File: src/include/metering_pkg.sv
// Package: register map, field positions, reset values and timing of the metering access path
package metering_pkg;

    // ------------------------------------------------------------------
    // Special function register addresses
    // ------------------------------------------------------------------
    localparam logic [7:0] ADDR_POINTER    = 8'h91;
    localparam logic [7:0] ADDR_DATA_LOW   = 8'h92;
    localparam logic [7:0] ADDR_DATA_MID   = 8'h93;
    localparam logic [7:0] ADDR_DATA_HIGH  = 8'h94;
    localparam logic [7:0] ADDR_VRMS_LOW   = 8'hd1;
    localparam logic [7:0] ADDR_IRMS_LOW   = 8'hd4;
    localparam logic [7:0] ADDR_IRQEN_LOW  = 8'hd9;
    localparam logic [7:0] ADDR_IRQST_LOW  = 8'hdc;
    localparam logic [7:0] ADDR_WAVE1_LOW  = 8'he2;
    localparam logic [7:0] ADDR_WAVE2_LOW  = 8'he5;

    // ------------------------------------------------------------------
    // Pointer fields
    // ------------------------------------------------------------------
    localparam int         POINTER_DIR_BIT = 7;
    localparam int         POINTER_ADDR_W  = 7;

    // ------------------------------------------------------------------
    // Internal register widths in bytes, as reported by the core
    // ------------------------------------------------------------------
    localparam logic [1:0] WIDTH_ONE_BYTE  = 2'h1;
    localparam logic [1:0] WIDTH_TWO_BYTE  = 2'h2;

    // ------------------------------------------------------------------
    // Reset values
    // ------------------------------------------------------------------
    localparam logic [7:0]  POINTER_RESET  = 8'h00;
    localparam logic [7:0]  BYTE_RESET     = 8'h00;
    localparam logic [23:0] WORD_RESET     = 24'h000000;

    // ------------------------------------------------------------------
    // Timing: two synchroniser stages plus one strobe cycle
    // ------------------------------------------------------------------
    localparam int         TRANSFER_CYCLES = 3;

endpackage

File: src/include/transfer_if.sv
// Interface: pointer-triggered request between bridge and transfer timer
`timescale 1ns/100ps
interface transfer_if;
    logic start;
    logic busy;
    logic done;

    modport bridge (output start, input busy, input done);
    modport timer  (input start, output busy, output done);
endinterface

File: src/hw/transfer_timer.sv
// Transfer timer: paces one indirect access across into the metering core
`timescale 1ns/100ps
module transfer_timer
    import metering_pkg::*;
#(
    parameter int CYCLES = TRANSFER_CYCLES
) (
    input  wire logic  clk,
    input  wire logic  reset,
    transfer_if.timer  xfer
);

    // ------------------------------------------------------------------
    // Countdown
    // ------------------------------------------------------------------
    logic [3:0] count_q;
    logic [3:0] count_d;
    logic       busy_q;
    logic       last;

    assign last      = busy_q && (count_q == 4'h1);
    assign count_d   = xfer.start ? 4'(CYCLES) : (busy_q ? count_q - 4'h1 : count_q);
    assign xfer.busy = busy_q;
    assign xfer.done = last;

    always_ff @(posedge clk) begin
        if (reset) begin
            count_q <= 4'h0;
            busy_q  <= 1'b0;
        end else begin
            count_q <= count_d;
            busy_q  <= xfer.start | (busy_q & ~last);
        end
    end

endmodule // transfer_timer

File: src/hw/metering_register_access.sv
// Bridge between the processor register bus and the metering core registers
//
// Summary of operation
// - Results direct; others via pointer and data
// - Interrupt bytes latch individually when read
// - High byte read latches whole 24 bits
// - Low/mid before high give previous capture
// - Pointer write: bit7 direction, bits6:0 address
// - Write direction copies data bytes inward
// - One-byte target takes low byte only
// - Metering core on slower, separate clock; here bridge and core model share clk, and the timer waits 3 clk cycles
// - Read loads data; one-byte zeroes upper
// - Low, mid, high bytes map LSB to MSB
`timescale 1ns/100ps
module metering_register_access
    import metering_pkg::*;
(
    input  wire logic        clk,
    input  wire logic        reset,
    // Register bus
    input  wire logic [7:0]  sfr_addr,
    input  wire logic [7:0]  sfr_wdata,
    input  wire logic        sfr_wr,
    input  wire logic        sfr_rd,
    output logic      [7:0]  sfr_rdata,
    // Direct results and interrupt registers exchanged with the metering core
    input  wire logic [23:0] voltage_rms_result,
    input  wire logic [23:0] current_rms_result,
    input  wire logic [23:0] waveform_sample_one,
    input  wire logic [23:0] waveform_sample_two,
    input  wire logic [23:0] metering_irq_status,
    output logic      [23:0] metering_irq_enable,
    output logic      [2:0]  irq_status_write,
    output logic      [7:0]  irq_status_wdata,
    // Indirect register port of the metering core
    output logic      [6:0]  mreg_addr,
    output logic      [23:0] mreg_wdata,
    output logic             mreg_wr,
    output logic             mreg_rd,
    input  wire logic [23:0] mreg_rdata,
    input  wire logic [1:0]  mreg_width,
    output logic             transfer_busy
);

    // ------------------------------------------------------------------
    // Helpers
    // ------------------------------------------------------------------
    function automatic logic [7:0] pick_byte(input logic [23:0] w, input logic [1:0] idx);
        unique case (idx)
            2'h0:    pick_byte = w[7:0];
            2'h1:    pick_byte = w[15:8];
            default: pick_byte = w[23:16];
        endcase
    endfunction

    // Offset of addr within a three-byte group starting at base, 2'h3 if outside
    function automatic logic [1:0] group_index(input logic [7:0] addr, input logic [7:0] base);
        logic [7:0] diff;
        diff = addr - base;
        group_index = (diff < 8'h03) ? diff[1:0] : 2'h3;
    endfunction

    // ------------------------------------------------------------------
    // State
    // ------------------------------------------------------------------
    logic [7:0]  pointer_q;
    logic [23:0] data_q;
    logic [23:0] data_d;
    logic [23:0] vrms_q;
    logic [23:0] irms_q;
    logic [23:0] wave1_q;
    logic [23:0] wave2_q;
    logic [23:0] irqst_q;
    logic [23:0] irqen_q;
    logic [7:0]  rdata_q;
    logic [7:0]  rdata_d;
    logic [2:0]  stw_q;
    logic [7:0]  stw_data_q;
    logic [6:0]  maddr_q;
    logic [23:0] mwdata_q;
    logic        mdir_q;

    // ------------------------------------------------------------------
    // Decode
    // ------------------------------------------------------------------
    logic [1:0] idx_vrms;
    logic [1:0] idx_irms;
    logic [1:0] idx_wave1;
    logic [1:0] idx_wave2;
    logic [1:0] idx_irqst;
    logic [1:0] idx_irqen;
    logic [1:0] idx_data;
    logic       ptr_write;

    assign idx_vrms  = group_index(sfr_addr, ADDR_VRMS_LOW);
    assign idx_irms  = group_index(sfr_addr, ADDR_IRMS_LOW);
    assign idx_wave1 = group_index(sfr_addr, ADDR_WAVE1_LOW);
    assign idx_wave2 = group_index(sfr_addr, ADDR_WAVE2_LOW);
    assign idx_irqst = group_index(sfr_addr, ADDR_IRQST_LOW);
    assign idx_irqen = group_index(sfr_addr, ADDR_IRQEN_LOW);
    assign idx_data  = group_index(sfr_addr, ADDR_DATA_LOW);
    assign ptr_write = sfr_wr && (sfr_addr == ADDR_POINTER);

    // High-byte reads hit the group at index 2
    logic vrms_latch;
    logic irms_latch;
    logic wave1_latch;
    logic wave2_latch;
    assign vrms_latch  = sfr_rd && (idx_vrms  == 2'h2);
    assign irms_latch  = sfr_rd && (idx_irms  == 2'h2);
    assign wave1_latch = sfr_rd && (idx_wave1 == 2'h2);
    assign wave2_latch = sfr_rd && (idx_wave2 == 2'h2);

    // ------------------------------------------------------------------
    // Transfer timer
    // ------------------------------------------------------------------
    transfer_if xfer ();

    assign xfer.start    = ptr_write;
    assign transfer_busy = xfer.busy;

    transfer_timer #(
        .CYCLES (TRANSFER_CYCLES)
    ) u_timer (
        .clk   (clk),
        .reset (reset),
        .xfer  (xfer)
    );

    // ------------------------------------------------------------------
    // Indirect data path
    // ------------------------------------------------------------------
    logic [23:0] write_word;
    logic [23:0] read_word;
    logic        finish_read;

    // Upper bytes are zeroed so the core never sees stale lanes
    assign write_word = (mreg_width == WIDTH_ONE_BYTE) ? {16'h0000, data_q[7:0]} :
                        (mreg_width == WIDTH_TWO_BYTE) ? {8'h00, data_q[15:0]} :
                        data_q;
    assign read_word  = (mreg_width == WIDTH_ONE_BYTE) ? {16'h0000, mreg_rdata[7:0]} :
                        (mreg_width == WIDTH_TWO_BYTE) ? {8'h00, mreg_rdata[15:0]} :
                        mreg_rdata;
    assign finish_read = xfer.done && !mdir_q;

    always_comb begin
        data_d = data_q;
        if (finish_read) begin
            data_d = read_word;
        end else if (sfr_wr && (idx_data != 2'h3)) begin
            data_d[8*idx_data +: 8] = sfr_wdata;
        end
    end

    assign mreg_addr  = maddr_q;
    assign mreg_wdata = mwdata_q;
    assign mreg_wr    = xfer.done && mdir_q;
    assign mreg_rd    = xfer.done && !mdir_q;

    // ------------------------------------------------------------------
    // Read data
    // ------------------------------------------------------------------
    // Latching reads return the value captured in this very access
    always_comb begin
        rdata_d = 8'h00;
        if (sfr_addr == ADDR_POINTER) begin
            rdata_d = pointer_q;
        end else if (idx_data != 2'h3) begin
            rdata_d = pick_byte(data_q, idx_data);
        end else if (idx_vrms != 2'h3) begin
            rdata_d = vrms_latch ? voltage_rms_result[23:16] : pick_byte(vrms_q, idx_vrms);
        end else if (idx_irms != 2'h3) begin
            rdata_d = irms_latch ? current_rms_result[23:16] : pick_byte(irms_q, idx_irms);
        end else if (idx_wave1 != 2'h3) begin
            rdata_d = wave1_latch ? waveform_sample_one[23:16] : pick_byte(wave1_q, idx_wave1);
        end else if (idx_wave2 != 2'h3) begin
            rdata_d = wave2_latch ? waveform_sample_two[23:16] : pick_byte(wave2_q, idx_wave2);
        end else if (idx_irqst != 2'h3) begin
            rdata_d = pick_byte(metering_irq_status, idx_irqst);
        end else if (idx_irqen != 2'h3) begin
            rdata_d = pick_byte(irqen_q, idx_irqen);
        end
    end

    // ------------------------------------------------------------------
    // Registers
    // ------------------------------------------------------------------
    always_ff @(posedge clk) begin
        if (reset) begin
            pointer_q  <= POINTER_RESET;
            data_q     <= WORD_RESET;
            vrms_q     <= WORD_RESET;
            irms_q     <= WORD_RESET;
            wave1_q    <= WORD_RESET;
            wave2_q    <= WORD_RESET;
            irqst_q    <= WORD_RESET;
            irqen_q    <= WORD_RESET;
            rdata_q    <= BYTE_RESET;
            stw_q      <= 3'h0;
            stw_data_q <= BYTE_RESET;
            maddr_q    <= 7'h00;
            mwdata_q   <= WORD_RESET;
            mdir_q     <= 1'b0;
        end else begin
            data_q     <= data_d;
            stw_q      <= 3'h0;
            stw_data_q <= sfr_wdata;
            if (sfr_rd) begin
                rdata_q <= rdata_d;
            end
            if (ptr_write) begin
                pointer_q <= sfr_wdata;
                mdir_q    <= sfr_wdata[POINTER_DIR_BIT];
                maddr_q   <= sfr_wdata[POINTER_ADDR_W-1:0];
            end
            if (xfer.done && mdir_q) begin
                mwdata_q <= write_word;
            end
            if (vrms_latch) begin
                vrms_q <= voltage_rms_result;
            end
            if (irms_latch) begin
                irms_q <= current_rms_result;
            end
            if (wave1_latch) begin
                wave1_q <= waveform_sample_one;
            end
            if (wave2_latch) begin
                wave2_q <= waveform_sample_two;
            end
            if (sfr_rd && (idx_irqst != 2'h3)) begin
                irqst_q[8*idx_irqst +: 8] <= pick_byte(metering_irq_status, idx_irqst);
            end
            if (sfr_wr && (idx_irqst != 2'h3)) begin
                stw_q[idx_irqst] <= 1'b1;
            end
            if (sfr_wr && (idx_irqen != 2'h3)) begin
                irqen_q[8*idx_irqen +: 8] <= sfr_wdata;
            end
        end
    end

    assign sfr_rdata           = rdata_q;
    assign metering_irq_enable = irqen_q;
    assign irq_status_write    = stw_q;
    assign irq_status_wdata    = stw_data_q;

endmodule // metering_register_access

File: config.mk
export PLATFORM = sky130hd
export DESIGN_NAME = metering_register_access
export DESIGN_NICKNAME = d
export VERILOG_FILES = /design/src/include/metering_pkg.sv /design/src/include/transfer_if.sv /design/src/hw/transfer_timer.sv /design/src/hw/metering_register_access.sv
export SDC_FILE = /design/constraint.sdc
export NUM_CORES = 1
export LEC_CHECK = 0
export BUFFER_PORTS_ARGS = -buffer_cell sky130_fd_sc_hd__buf_2
export CORE_MARGIN = 2
export CORE_UTILIZATION = 58
export DETAILED_ROUTE_END_ITERATION = 10
export GPL_ROUTABILITY_DRIVEN = 0
export PLACE_DENSITY = 0.86
export SYNTH_ARGS = -nofsm -noshare
export SYNTH_HDL_FRONTEND = slang
export SYNTH_SLANG_ARGS = --single-unit
File: constraint.sdc
create_clock -name clk -period 6.3 [get_ports clk]
set_input_delay 0.315 -clock clk [delete_from_list [all_inputs] [get_ports clk]]
set_output_delay 0.315 -clock clk [all_outputs]
set_load 0.02 [all_outputs]
==> results.cfg, run 1 <==
[yosys]
postSynthNetCount = 1389
synth_cells = 1207
ys_warn_count = 0
netlist.area_leader.share_pct = 41.0
yosys_register_bits = 199
syn-cell-area_um2 = 9710
yosysTopAreaCell = dfxtp_1
synth_area_per_cell_um2 = 8.04
ys.flop_type = dfxtp_1
synth_edf_count = 0
yosysSeqAreaShare_pct = 41.0
synth_top_cells_by_count = nand2_1 (221), dfxtp_1 (199), a21oi_1 (146), nor2_1 (125), clkbuf_1 (62)
yosys-top-cells-area = dfxtp_1 (41%), nand2_1 (8.5%), a21oi_1 (7.5%), mux2i_1 (5.7%), nor2_1 (4.8%)
synthArstFlopShare_pct = 0
synth.distinct_cells = 77
yosysMostFrequentCell = nand2_1

[route]
postRouteAntennaNets = 0
first_iter_violations = 1180
routed_wl_um = 30300
drc_errors = 0
first_pass_iters = 7
routedWlPerCell_um = 18.7
dr_total_vias = 9938
detail_route.vias_per_cell = 6.13

[critical_path]
reg2regPathDepth = 8
rrSetupSlack_ps = 3310
worstSetupStartpoint = sfr_addr[1]
reg2reg_from = u_timer.count_q[1]$_SDFFE_PP0P_
cp-end-kind = register
startpoint_type = primary input
crit_required_ps = 6680
path_max_fanout = 40
r2r-end = mreg_wdata[22]$_SDFFE_PP0P_
criticalPathCategory = primary input to register
arrival_ps = 5070

[placed_design]
hpwlAfterDp_um = 21900
dp.cells = 1590
portBuffers = 242
dpl-instance-area_um2 = 10900

[hold_path]
hold_path_class = primary input to register
min_path_cells = 3
hold_start = waveform_sample_one[8]
min_to = wave1_q[8]$_SDFFE_PP0P_

[cells_and_area]
syn2layout_area_growth_pct = 18.5
antenna_cells = 0
utilization_pct = 69.9
finalNonFillerCells = 1622
num-fill-cells = 1340
stdcell_area_um2 = 11500
fin_nets = 1571
drive_above_1_share_pct = 22.3

[die]
ioPinCount = 243
placementRows = 47
die_y_um = 133
die_w_um = 133
start_util_pct = 59.0
dieArea_um2 = 17800
core-area_um2 = 16500

[pwr]
pwr_density_cell_nw_per_um2 = 226
p_leak_nw = 4.68
irDropWorstVdd_mv = 0.196

[clock_tree]
cts_tree = built
clk_latency_ps = 440
hold_buffers = 0
post-cts-setup-buffers = 0
cts_sinks = 199
cts_buffers = 17
htree_num_levels = 4
clk_pin_slew_ps = 80
post_cts_resized = 0
cts_buffer_depth = 2
root_buffer = clkbuf_16

[timing]
rsz0062_at_grt = false
worstMarginPinSlew_ps = 1050
fmax_mhz = 213
fin_crit_sh_pct = 74.5
fin_crit_ps = 4690
slew_viol_final = 0
hold_viol_final = 0
setup_tns_ps = 0
max-slew-margin-rel_pct = 29.9
setup_viol = 0
finClkSkew_ps = 13.4

[global_route]
gr-total-overflow = 0
grt_usage_pct = 33.5
grt_pass1_wl_um = 47400
grt_pass1_vias = 9078
grt_max_degree = 77
antenna_found_initial = 0

[run]
maxCapViolations = 0

[run_status]
status = complete, no violations
-- flip-flops by register name (all words and copies together) (netlist names) --
| register | flops |
|---|---|
| data_q | 24 |
| irms_q | 24 |
| metering_irq_enable | 24 |
| mreg_wdata | 24 |
| wave1_q | 24 |
| wave2_q | 24 |
| vrms_q | 23 |
| irq_status_wdata | 8 |
| pointer_q | 8 |
| sfr_rdata | 8 |
| u_timer.count_q | 4 |
| irq_status_write | 3 |
| u_timer.xfer.busy | 1 |
-- worst max path at each step --
stage                                                     end  slack, ps
final                     metering_irq_enable[2]$_SDFFE_PP0P_       1610
after global routing      metering_irq_enable[3]$_SDFFE_PP0P_       1180
after CTS                 metering_irq_enable[2]$_SDFFE_PP0P_       1790
after detailed placement  metering_irq_enable[2]$_SDFFE_PP0P_       1380
after global placement    metering_irq_enable[4]$_SDFFE_PP0P_       1510
after floorplan                     sfr_rdata[2]$_SDFFE_PP0P_       2910
-- logic make-up after synthesis --
logic type      Yosys count  share of synthesized area [%]
simple gates            477                           22.2
compound gates          336                           22.2
flops                   199                           41.0
buf+inv                  99                           4.25
mux                      68                           7.18
fa+ha+maj                16                           2.06
xor+xnor                 12                           1.08
-- critical path: stages --
cell and delay (ps):
buf_2 650, clkinv_1 560, ha_1 450, nor4_1 470
nand3_1 260, nor2_2 360, inv_2 140, ha_1 260
nor2b_1 220, nand2_1 260, nor3_1 810, a22oi_1 160
nor2_1 130
-- layer usage --
metal	GRT usage, %	vias up	wire (µm)	part of all wire [%]
li1	-	4657	-	-
met1	45.9	4591	12500	41
met2	51.8	596	13300	44
met3	7.08	94	3310	11
met4	13.4	0	1220	4.0
met5	0	-	0	0
-- stage by stage --
step                power [mW]  hold slack, ps  setup slack [ps]
finish                    2.60             101              1610
global route              2.67            99.4              1180
CTS                       2.60            98.4              1790
detailed placement        1.51             440              1380
global placement          1.51             435              1510
floorplan                 1.41             428              2910
-- cells in the final DEF, fill, tap and decap left out, types with 4 or more instances in the layout --
master and n:
a211oi_1 16, a21o_1 4, a21oi_1 146, a221o_1 5, a221oi_1 4, a222oi_1 7
a22oi_1 51, a311oi_1 4, a31oi_1 6, and2_1 4, and3_1 7, buf_2 241
buf_4 9, clkbuf_16 17, dfxtp_1 199, ha_1 16, inv_1 8, inv_8 5
mux2_2 13, mux2i_1 55, nand2_1 221, nand2b_1 14, nand3_1 29, nand4_1 8
nor2_1 125, nor2b_1 17, nor3_1 22, nor4_1 4, o211ai_1 13, o21ai_0 35
o22a_1 8, o22ai_1 5, o31ai_1 4, xnor2_1 6, xor2_1 6
-- cell type report --
type,count,area [µm²],area share (%)
well taps,220,275,2.39
clock buffers,17,425,3.70
clock inverters,15,181,1.58
inverters,12,45.0,0.391
multi-input cells,909,5320,46.3
repair buffers,250,1270,11.1
flip-flops and latches,199,3980,34.6
-- where the power goes --
group	switching (mW)	internal [mW]	total, mW
registers	0.00278	1.26	1.27
clock network	0.546	0.570	1.12
logic	0.141	0.0811	0.222
Note: power is estimated with default switching activity, not from simulation.
==> run 2, diff against run 1 <==
- ABC_AREA: not set -> 1
- CORE_UTILIZATION: 58 -> 49
- PLACE_DENSITY: 0.86 -> 0.77
- clock period: 6.3 -> 4.3 ns (I/O delays scaled with it)
==> run 2 against run 1 <==
Register-to-register slack got worse by 1500 ps. Combinational power grew 40%. Cell count grew 26%. Synthesized area rose by 6.5%.
==> results.cfg, run 2 <==
[timing]
fin_crit_sh_pct = 81.2
fin_crit_ps = 3490
setup_viol = 0
worstMarginPinSlew_ps = 1170
rsz0062_at_grt = false
fmax_mhz = 287
max-slew-margin-rel_pct = 22.3
setup_tns_ps = 0
slew_viol_final = 0
hold_viol_final = 0
finClkSkew_ps = 12.3

[yosys]
yosysTopAreaCell = dfxtp_1
yosysMostFrequentCell = nand2_1
synthArstFlopShare_pct = 0
netlist.area_leader.share_pct = 38.7
postSynthNetCount = 1743
synth_top_cells_by_count = nand2_1 (403), dfxtp_1 (200), nor2_1 (184), a21oi_1 (140), o21ai_0 (138)
synth_area_per_cell_um2 = 6.63
synth.distinct_cells = 39
yosys-top-cells-area = dfxtp_1 (39%), nand2_1 (15%), a21oi_1 (6.8%), nor2_1 (6.7%), o21ai_0 (6.7%)
yosysSeqAreaShare_pct = 38.7
synth_cells = 1561
ys.flop_type = dfxtp_1
synth_edf_count = 0
syn-cell-area_um2 = 10300
ys_warn_count = 0
yosys_register_bits = 200

[route]
dr_total_vias = 11300
routed-wl-met3_um = 3090
first_iter_violations = 1068
met2_wirelength_um = 14500
met1Wirelength_um = 14400
first_pass_iters = 6
drc_errors = 0
routedWlPerCell_um = 16.1
routed_wl_um = 32900
postRouteAntennaNets = 0
top_layer_used = met4
detail_route.vias_per_cell = 5.50

[clock_tree]
root_buffer = clkbuf_16
cts_buffer_depth = 2
cts_buffers = 17
htree_num_levels = 4
clk_pin_slew_ps = 80
cts_sinks = 200
clk_latency_ps = 440
cts_tree = built

[die]
core-area_um2 = 20900
placementRows = 53
dieArea_um2 = 22300
start_util_pct = 49.5
ioPinCount = 243
die_w_um = 149
die_y_um = 149

[global_route]
grt_usage_pct = 29.2
gr-total-overflow = 0
grt_max_degree = 87
antenna_found_initial = 0
grt_pass1_wl_um = 51600
grt_pass1_vias = 9983

[pwr]
p_leak_nw = 5.74
power_mw = 3.82
irDropWorstVdd_mv = 0.251
pwr_density_cell_nw_per_um2 = 309

[critical_path]
cp-end-kind = register
arrival_ps = 3770
reg2reg_from = u_timer.count_q[1]$_SDFFE_PP0P_
criticalPathCategory = primary input to register
path_max_fanout = 22
r2r-end = data_q[3]$_SDFFE_PP0P_
startpoint_type = primary input
crit_required_ps = 4580
rrSetupSlack_ps = 1850
reg2regPathDepth = 11

[placed_design]
portBuffers = 242
hpwlAfterDp_um = 24200

[cells_and_area]
syn2layout_area_growth_pct = 19.6
final_common_cell = nand2_1
seq_area_um2 = 4000
fin_nets = 1945
num-fill-cells = 1982
multi_input_area_um2 = 5460
drive_above_1_share_pct = 19.3
final_cell_mix = nand2_1 (403), buf_2 (242), dfxtp_1 (200), nor2_1 (184), a21oi_1 (140)
antenna_cells = 0

[hold_path]
min_path_cells = 3
min_to = irms_q[7]$_SDFFE_PP0P_
hold_start = current_rms_result[7]
hold_path_class = primary input to register

[run_status]
status = complete, no violations

[run]
maxCapViolations = 0
[run 2: cell count changes after synthesis, sizes merged, moves of 51 or more]
cell / change
inv: +114
nand2: +192
a22oi: -51
mux2i: -55
o21ai: +111
nor2: +75
nand3: +95
[run 2: worst max-delay path by stage]
| stage | start | end | slack (ps) | cells after the start |
|---|---|---|---|---|
| 6_report | sfr_addr[1] | sfr_rdata[4]$_SDFFE_PP0P_ | 810 | 28 |
| 5_1_grt | sfr_addr[1] | sfr_rdata[4]$_SDFFE_PP0P_ | 390 | 28 |
| 4_1_cts | sfr_addr[1] | sfr_rdata[4]$_SDFFE_PP0P_ | 910 | 28 |
| 3_5_place_dp | sfr_addr[1] | sfr_rdata[4]$_SDFFE_PP0P_ | 450 | 28 |
| 3_3_place_gp | sfr_addr[1] | sfr_rdata[4]$_SDFFE_PP0P_ | 550 | 28 |
| 2_1_floorplan | sfr_addr[1] | data_q[7]$_SDFFE_PP0P_ | 680 | 21 |
[run 2: through the flow]
stage / hold slack [ps] / setup slack [ps] / cells / area (µm²) / utilization [%]
3_3_place_gp: 440 / 552 / 2002 / 11600 / 55.5
2_1_floorplan: 350 / 683 / 1561 / 10300 / -
6_report: 7.53 / 810 / 2051 / 12400 / 59.2
4_1_cts: 0.837 / 910 / 2051 / 12400 / 59.2
5_1_grt: 2.19 / 387 / 2051 / 12400 / 59.2
3_5_place_dp: 444 / 449 / 2002 / 11600 / 55.5
[run 2: what timing repair did]
item                       4_1_cts  5_1_grt
hold buffers                    17        0
hold endpoints to repair        17        0
gates resized for setup          0        0
setup endpoints to repair        0        0
buffers inserted                 0        0
[run 2: power by group]
group | switching (mW) | leakage, nW | internal [mW]
logic | 0.199 | 3.84 | 0.112
registers | 0.00413 | 1.61 | 1.86
clock network | 0.801 | 0.287 | 0.845
[run 2: layout make-up]
| type | count | share of cell area [%] |
|---|---|---|
| Multi-Input combinational cell | 1144 | 44.1 |
| Sequential cell | 200 | 32.4 |
| Timing Repair Buffer | 272 | 12.0 |
| Inverter | 128 | 3.88 |
| Clock buffer | 18 | 3.55 |
| Tap cell | 275 | 2.78 |
| Clock inverter | 14 | 1.35 |
[run 2: routing by layer]
metal,vias up,global-route usage (%)
met2,579,45.0
met1,5079,41.4
li1,5536,-
met4,0,9.95
met3,78,4.77
met5,-,0
[run 2: kinds of logic (layout without fill, tap and decap cells)]
| group | Yosys count | after routing | share of synthesized area (%) |
|---|---|---|---|
| DFF | 200 | 200 | 38.7 |
| xor gates and xnor gates | 3 | 3 | 0.254 |
| and+or+nand+nor | 797 | 797 | 33.6 |
| adders and majority gates | 16 | 16 | 1.94 |
| buffers and inverters | 217 | 432 | 8.53 |
| AOI/OAI and AO/OA | 328 | 328 | 16.9 |
[run 2: critical path, stage by stage]
cell and delay, ps:
buf_2 270, inv_2 250, ha_1 310, nor2_1 200
nand2_1 100, nand3_1 80, nand2_1 50, nand2_1 180
nand2_1 90, nor2_2 100, buf_4 180, clkinv_1 240
ha_1 380, a22o_1 250, inv_1 50, nand4_1 90
nand2_1 70, nor2_1 50, nor2_1 80, nor2_1 40
nor2_1 80, nand2_1 60, nand2_1 50, nand2_1 60
nand2_1 60, nand2_1 40, nand2_1 50, a21oi_1 50
==> run 3, diff against run 2 <==
- ABC_AREA: 1 -> 0
- clock period: 4.3 -> 3.2 ns (I/O delays scaled with it)
==> run 3 against run 2 <==
The flow now finishes with violations (negative hold slack). Critical path type unchanged. Utilization up 6.9 points. Non-clock buffer count up 115. Global-route usage up 2.3 points. Cell area up 4.1%. Clock power up 38%. Critical path depth down 13. Combinational power up 80%. Clock-buffer cell count down 1. Highest routed layer unchanged. Wire length up 3.4%.
==> results.cfg, run 3 (synthesis gave the netlist of run 1 again) <==
[run]
maxCapViolations = 0

[critical_path]
criticalPathCategory = primary input to register
max_stage_delay_ps = 350
arrival_ps = 3240
path_buf_inv = 3
crit_chain = buf_2 -> inv_1 -> ha_1 -> nor4bb_1 -> a31o_2 -> nand3_1 -> nor2_4 -> inv_2 -> ha_1 -> a21oi_1 -> o31ai_1 -> o21ai_0 -> a21oi_1 -> or3_1 -> a311oi_1
startpoint_type = primary input
path_max_fanout = 9
crit_required_ps = 3550
cp_slowest_cell = or3_1
critPathTopFamily = compound AO/OA/AOI/OAI gates
cp-end-kind = register

[placed_design]
dpl-instance-area_um2 = 11300
hpwlAfterDp_um = 23400
portBuffers = 242
dp.cells = 1680

[timing]
hold_viol_final = 1
setup_viol = 0
fmax_mhz = 347
fin_crit_sh_pct = 90.1
max-slew-margin-rel_pct = 30.7
whs_ps = -2.43
rsz0062_at_grt = false
finClkSkew_ps = 16.0
fin_crit_ps = 2880
setup_tns_ps = 0
slew_viol_final = 0
worstMarginPinSlew_ps = 1040

[clock_tree]
cts_buffers = 17
clk_pin_slew_ps = 80
root_buffer = clkbuf_16
cts_tree = built
htree_num_levels = 4
cts_sinks = 199
cts_buffer_depth = 2
clk_latency_ps = 450

[route]
detail_route.vias_per_cell = 5.77
routed_wl_um = 34000
postRouteAntennaNets = 0
first_iter_violations = 1118
dr_total_vias = 10400
first_pass_iters = 6
routedWlPerCell_um = 18.9
drc_errors = 0

[run_status]
violations = negative hold slack
status = finished with violations

[cells_and_area]
stdcell_area_um2 = 12900
final_common_cell = buf_2
final_cell_mix = buf_2 (241), nand2_1 (221), dfxtp_1 (199), a21oi_1 (146), nor2_1 (125)
syn2layout_area_growth_pct = 32.6
drive_above_1_share_pct = 23.3
finalNonFillerCells = 1806
fin_nets = 1708
num-fill-cells = 1630

[die]
dieArea_um2 = 21000
core-area_um2 = 19500
die_w_um = 145
ioPinCount = 243
start_util_pct = 49.9
die_y_um = 145
placementRows = 51

[pwr]
p_leak_nw = 5.30
irDropWorstVdd_mv = 0.351
power_mw = 5.33
pwr_density_cell_nw_per_um2 = 414

[global_route]
gr-total-overflow = 0
grt_usage_pct = 31.5
grt_max_degree = 82
antenna_found_initial = 2
grt_pass1_wl_um = 51000
grt_pass1_vias = 9728

[hold_path]
hold_path_class = primary input to register
## run 3: cell types whose count changed in the layout (fill, tap and decap cells not counted), sizes merged, moves of 75 or more
cell,change
nand2,-192
inv,-112
o21ai,-111
nand3,-95
dlygate4sd3,+75
nor2,-75
## run 3: final cells by class
class	count	area [µm²]	area share, %
Tap cell	265	332	2.57
Clock buffer	17	425	3.30
Timing Repair Buffer	387	2530	19.7
Multi-Input combinational cell	909	5330	41.4
Antenna cell	2	5.00	0.0389
Sequential cell	199	3980	30.9
Inverter	12	45.0	0.350
Clock inverter	15	221	1.72
## run 3: metal layers
metal,track usage [%],routed length (µm)
met4,14.3,1410
met2,50.0,15500
met5,0,0
met3,7.34,3280
met1,40.8,13900
## run 3: power by group
part           switching (mW)  internal, mW
combinational           0.308         0.252
clock                    1.17          1.10
sequential            0.00616          2.49
total                    1.49          3.84
## run 3: worst paths after layout
path | from | end | slack (ps) | cells past startpoint
worst max-delay path | sfr_addr[2] | sfr_rdata[2]$_SDFFE_PP0P_ | 320 | 15
worst min-delay path | waveform_sample_two[20] | wave2_q[20]$_SDFFE_PP0P_ | -2 | 3
worst max register to register | u_timer.count_q[0]$_SDFFE_PP0P_ | data_q[10]$_SDFFE_PP0P_ | 930 | 7
worst min register to register | mreg_wdata[23]$_SDFFE_PP0P_ | mreg_wdata[23]$_SDFFE_PP0P_ | 450 | 2
## run 3: tightest hold or removal path: stages
cell and delay (ps):
buf_2 100, nand2_1 70, a21oi_1 70
## run 3: timing repair
| item | in CTS | in global routing |
|---|---|---|
| setup endpoints to repair | 0 | 1 |
| hold buffers | 92 | 0 |
| resized for setup | 0 | 1 |
| endpoints found under the hold margin | 92 | 0 |
| setup buffers | 0 | 0 |
## run 3: stage by stage
stage | util [%] | setup WS (ps)
2_1_floorplan | - | -1.66
3_3_place_gp | 58.1 | 31.5
3_5_place_dp | 58.1 | -186
4_1_cts | 66.1 | 256
5_1_grt | 66.2 | 6.48
6_report | 66.2 | 316
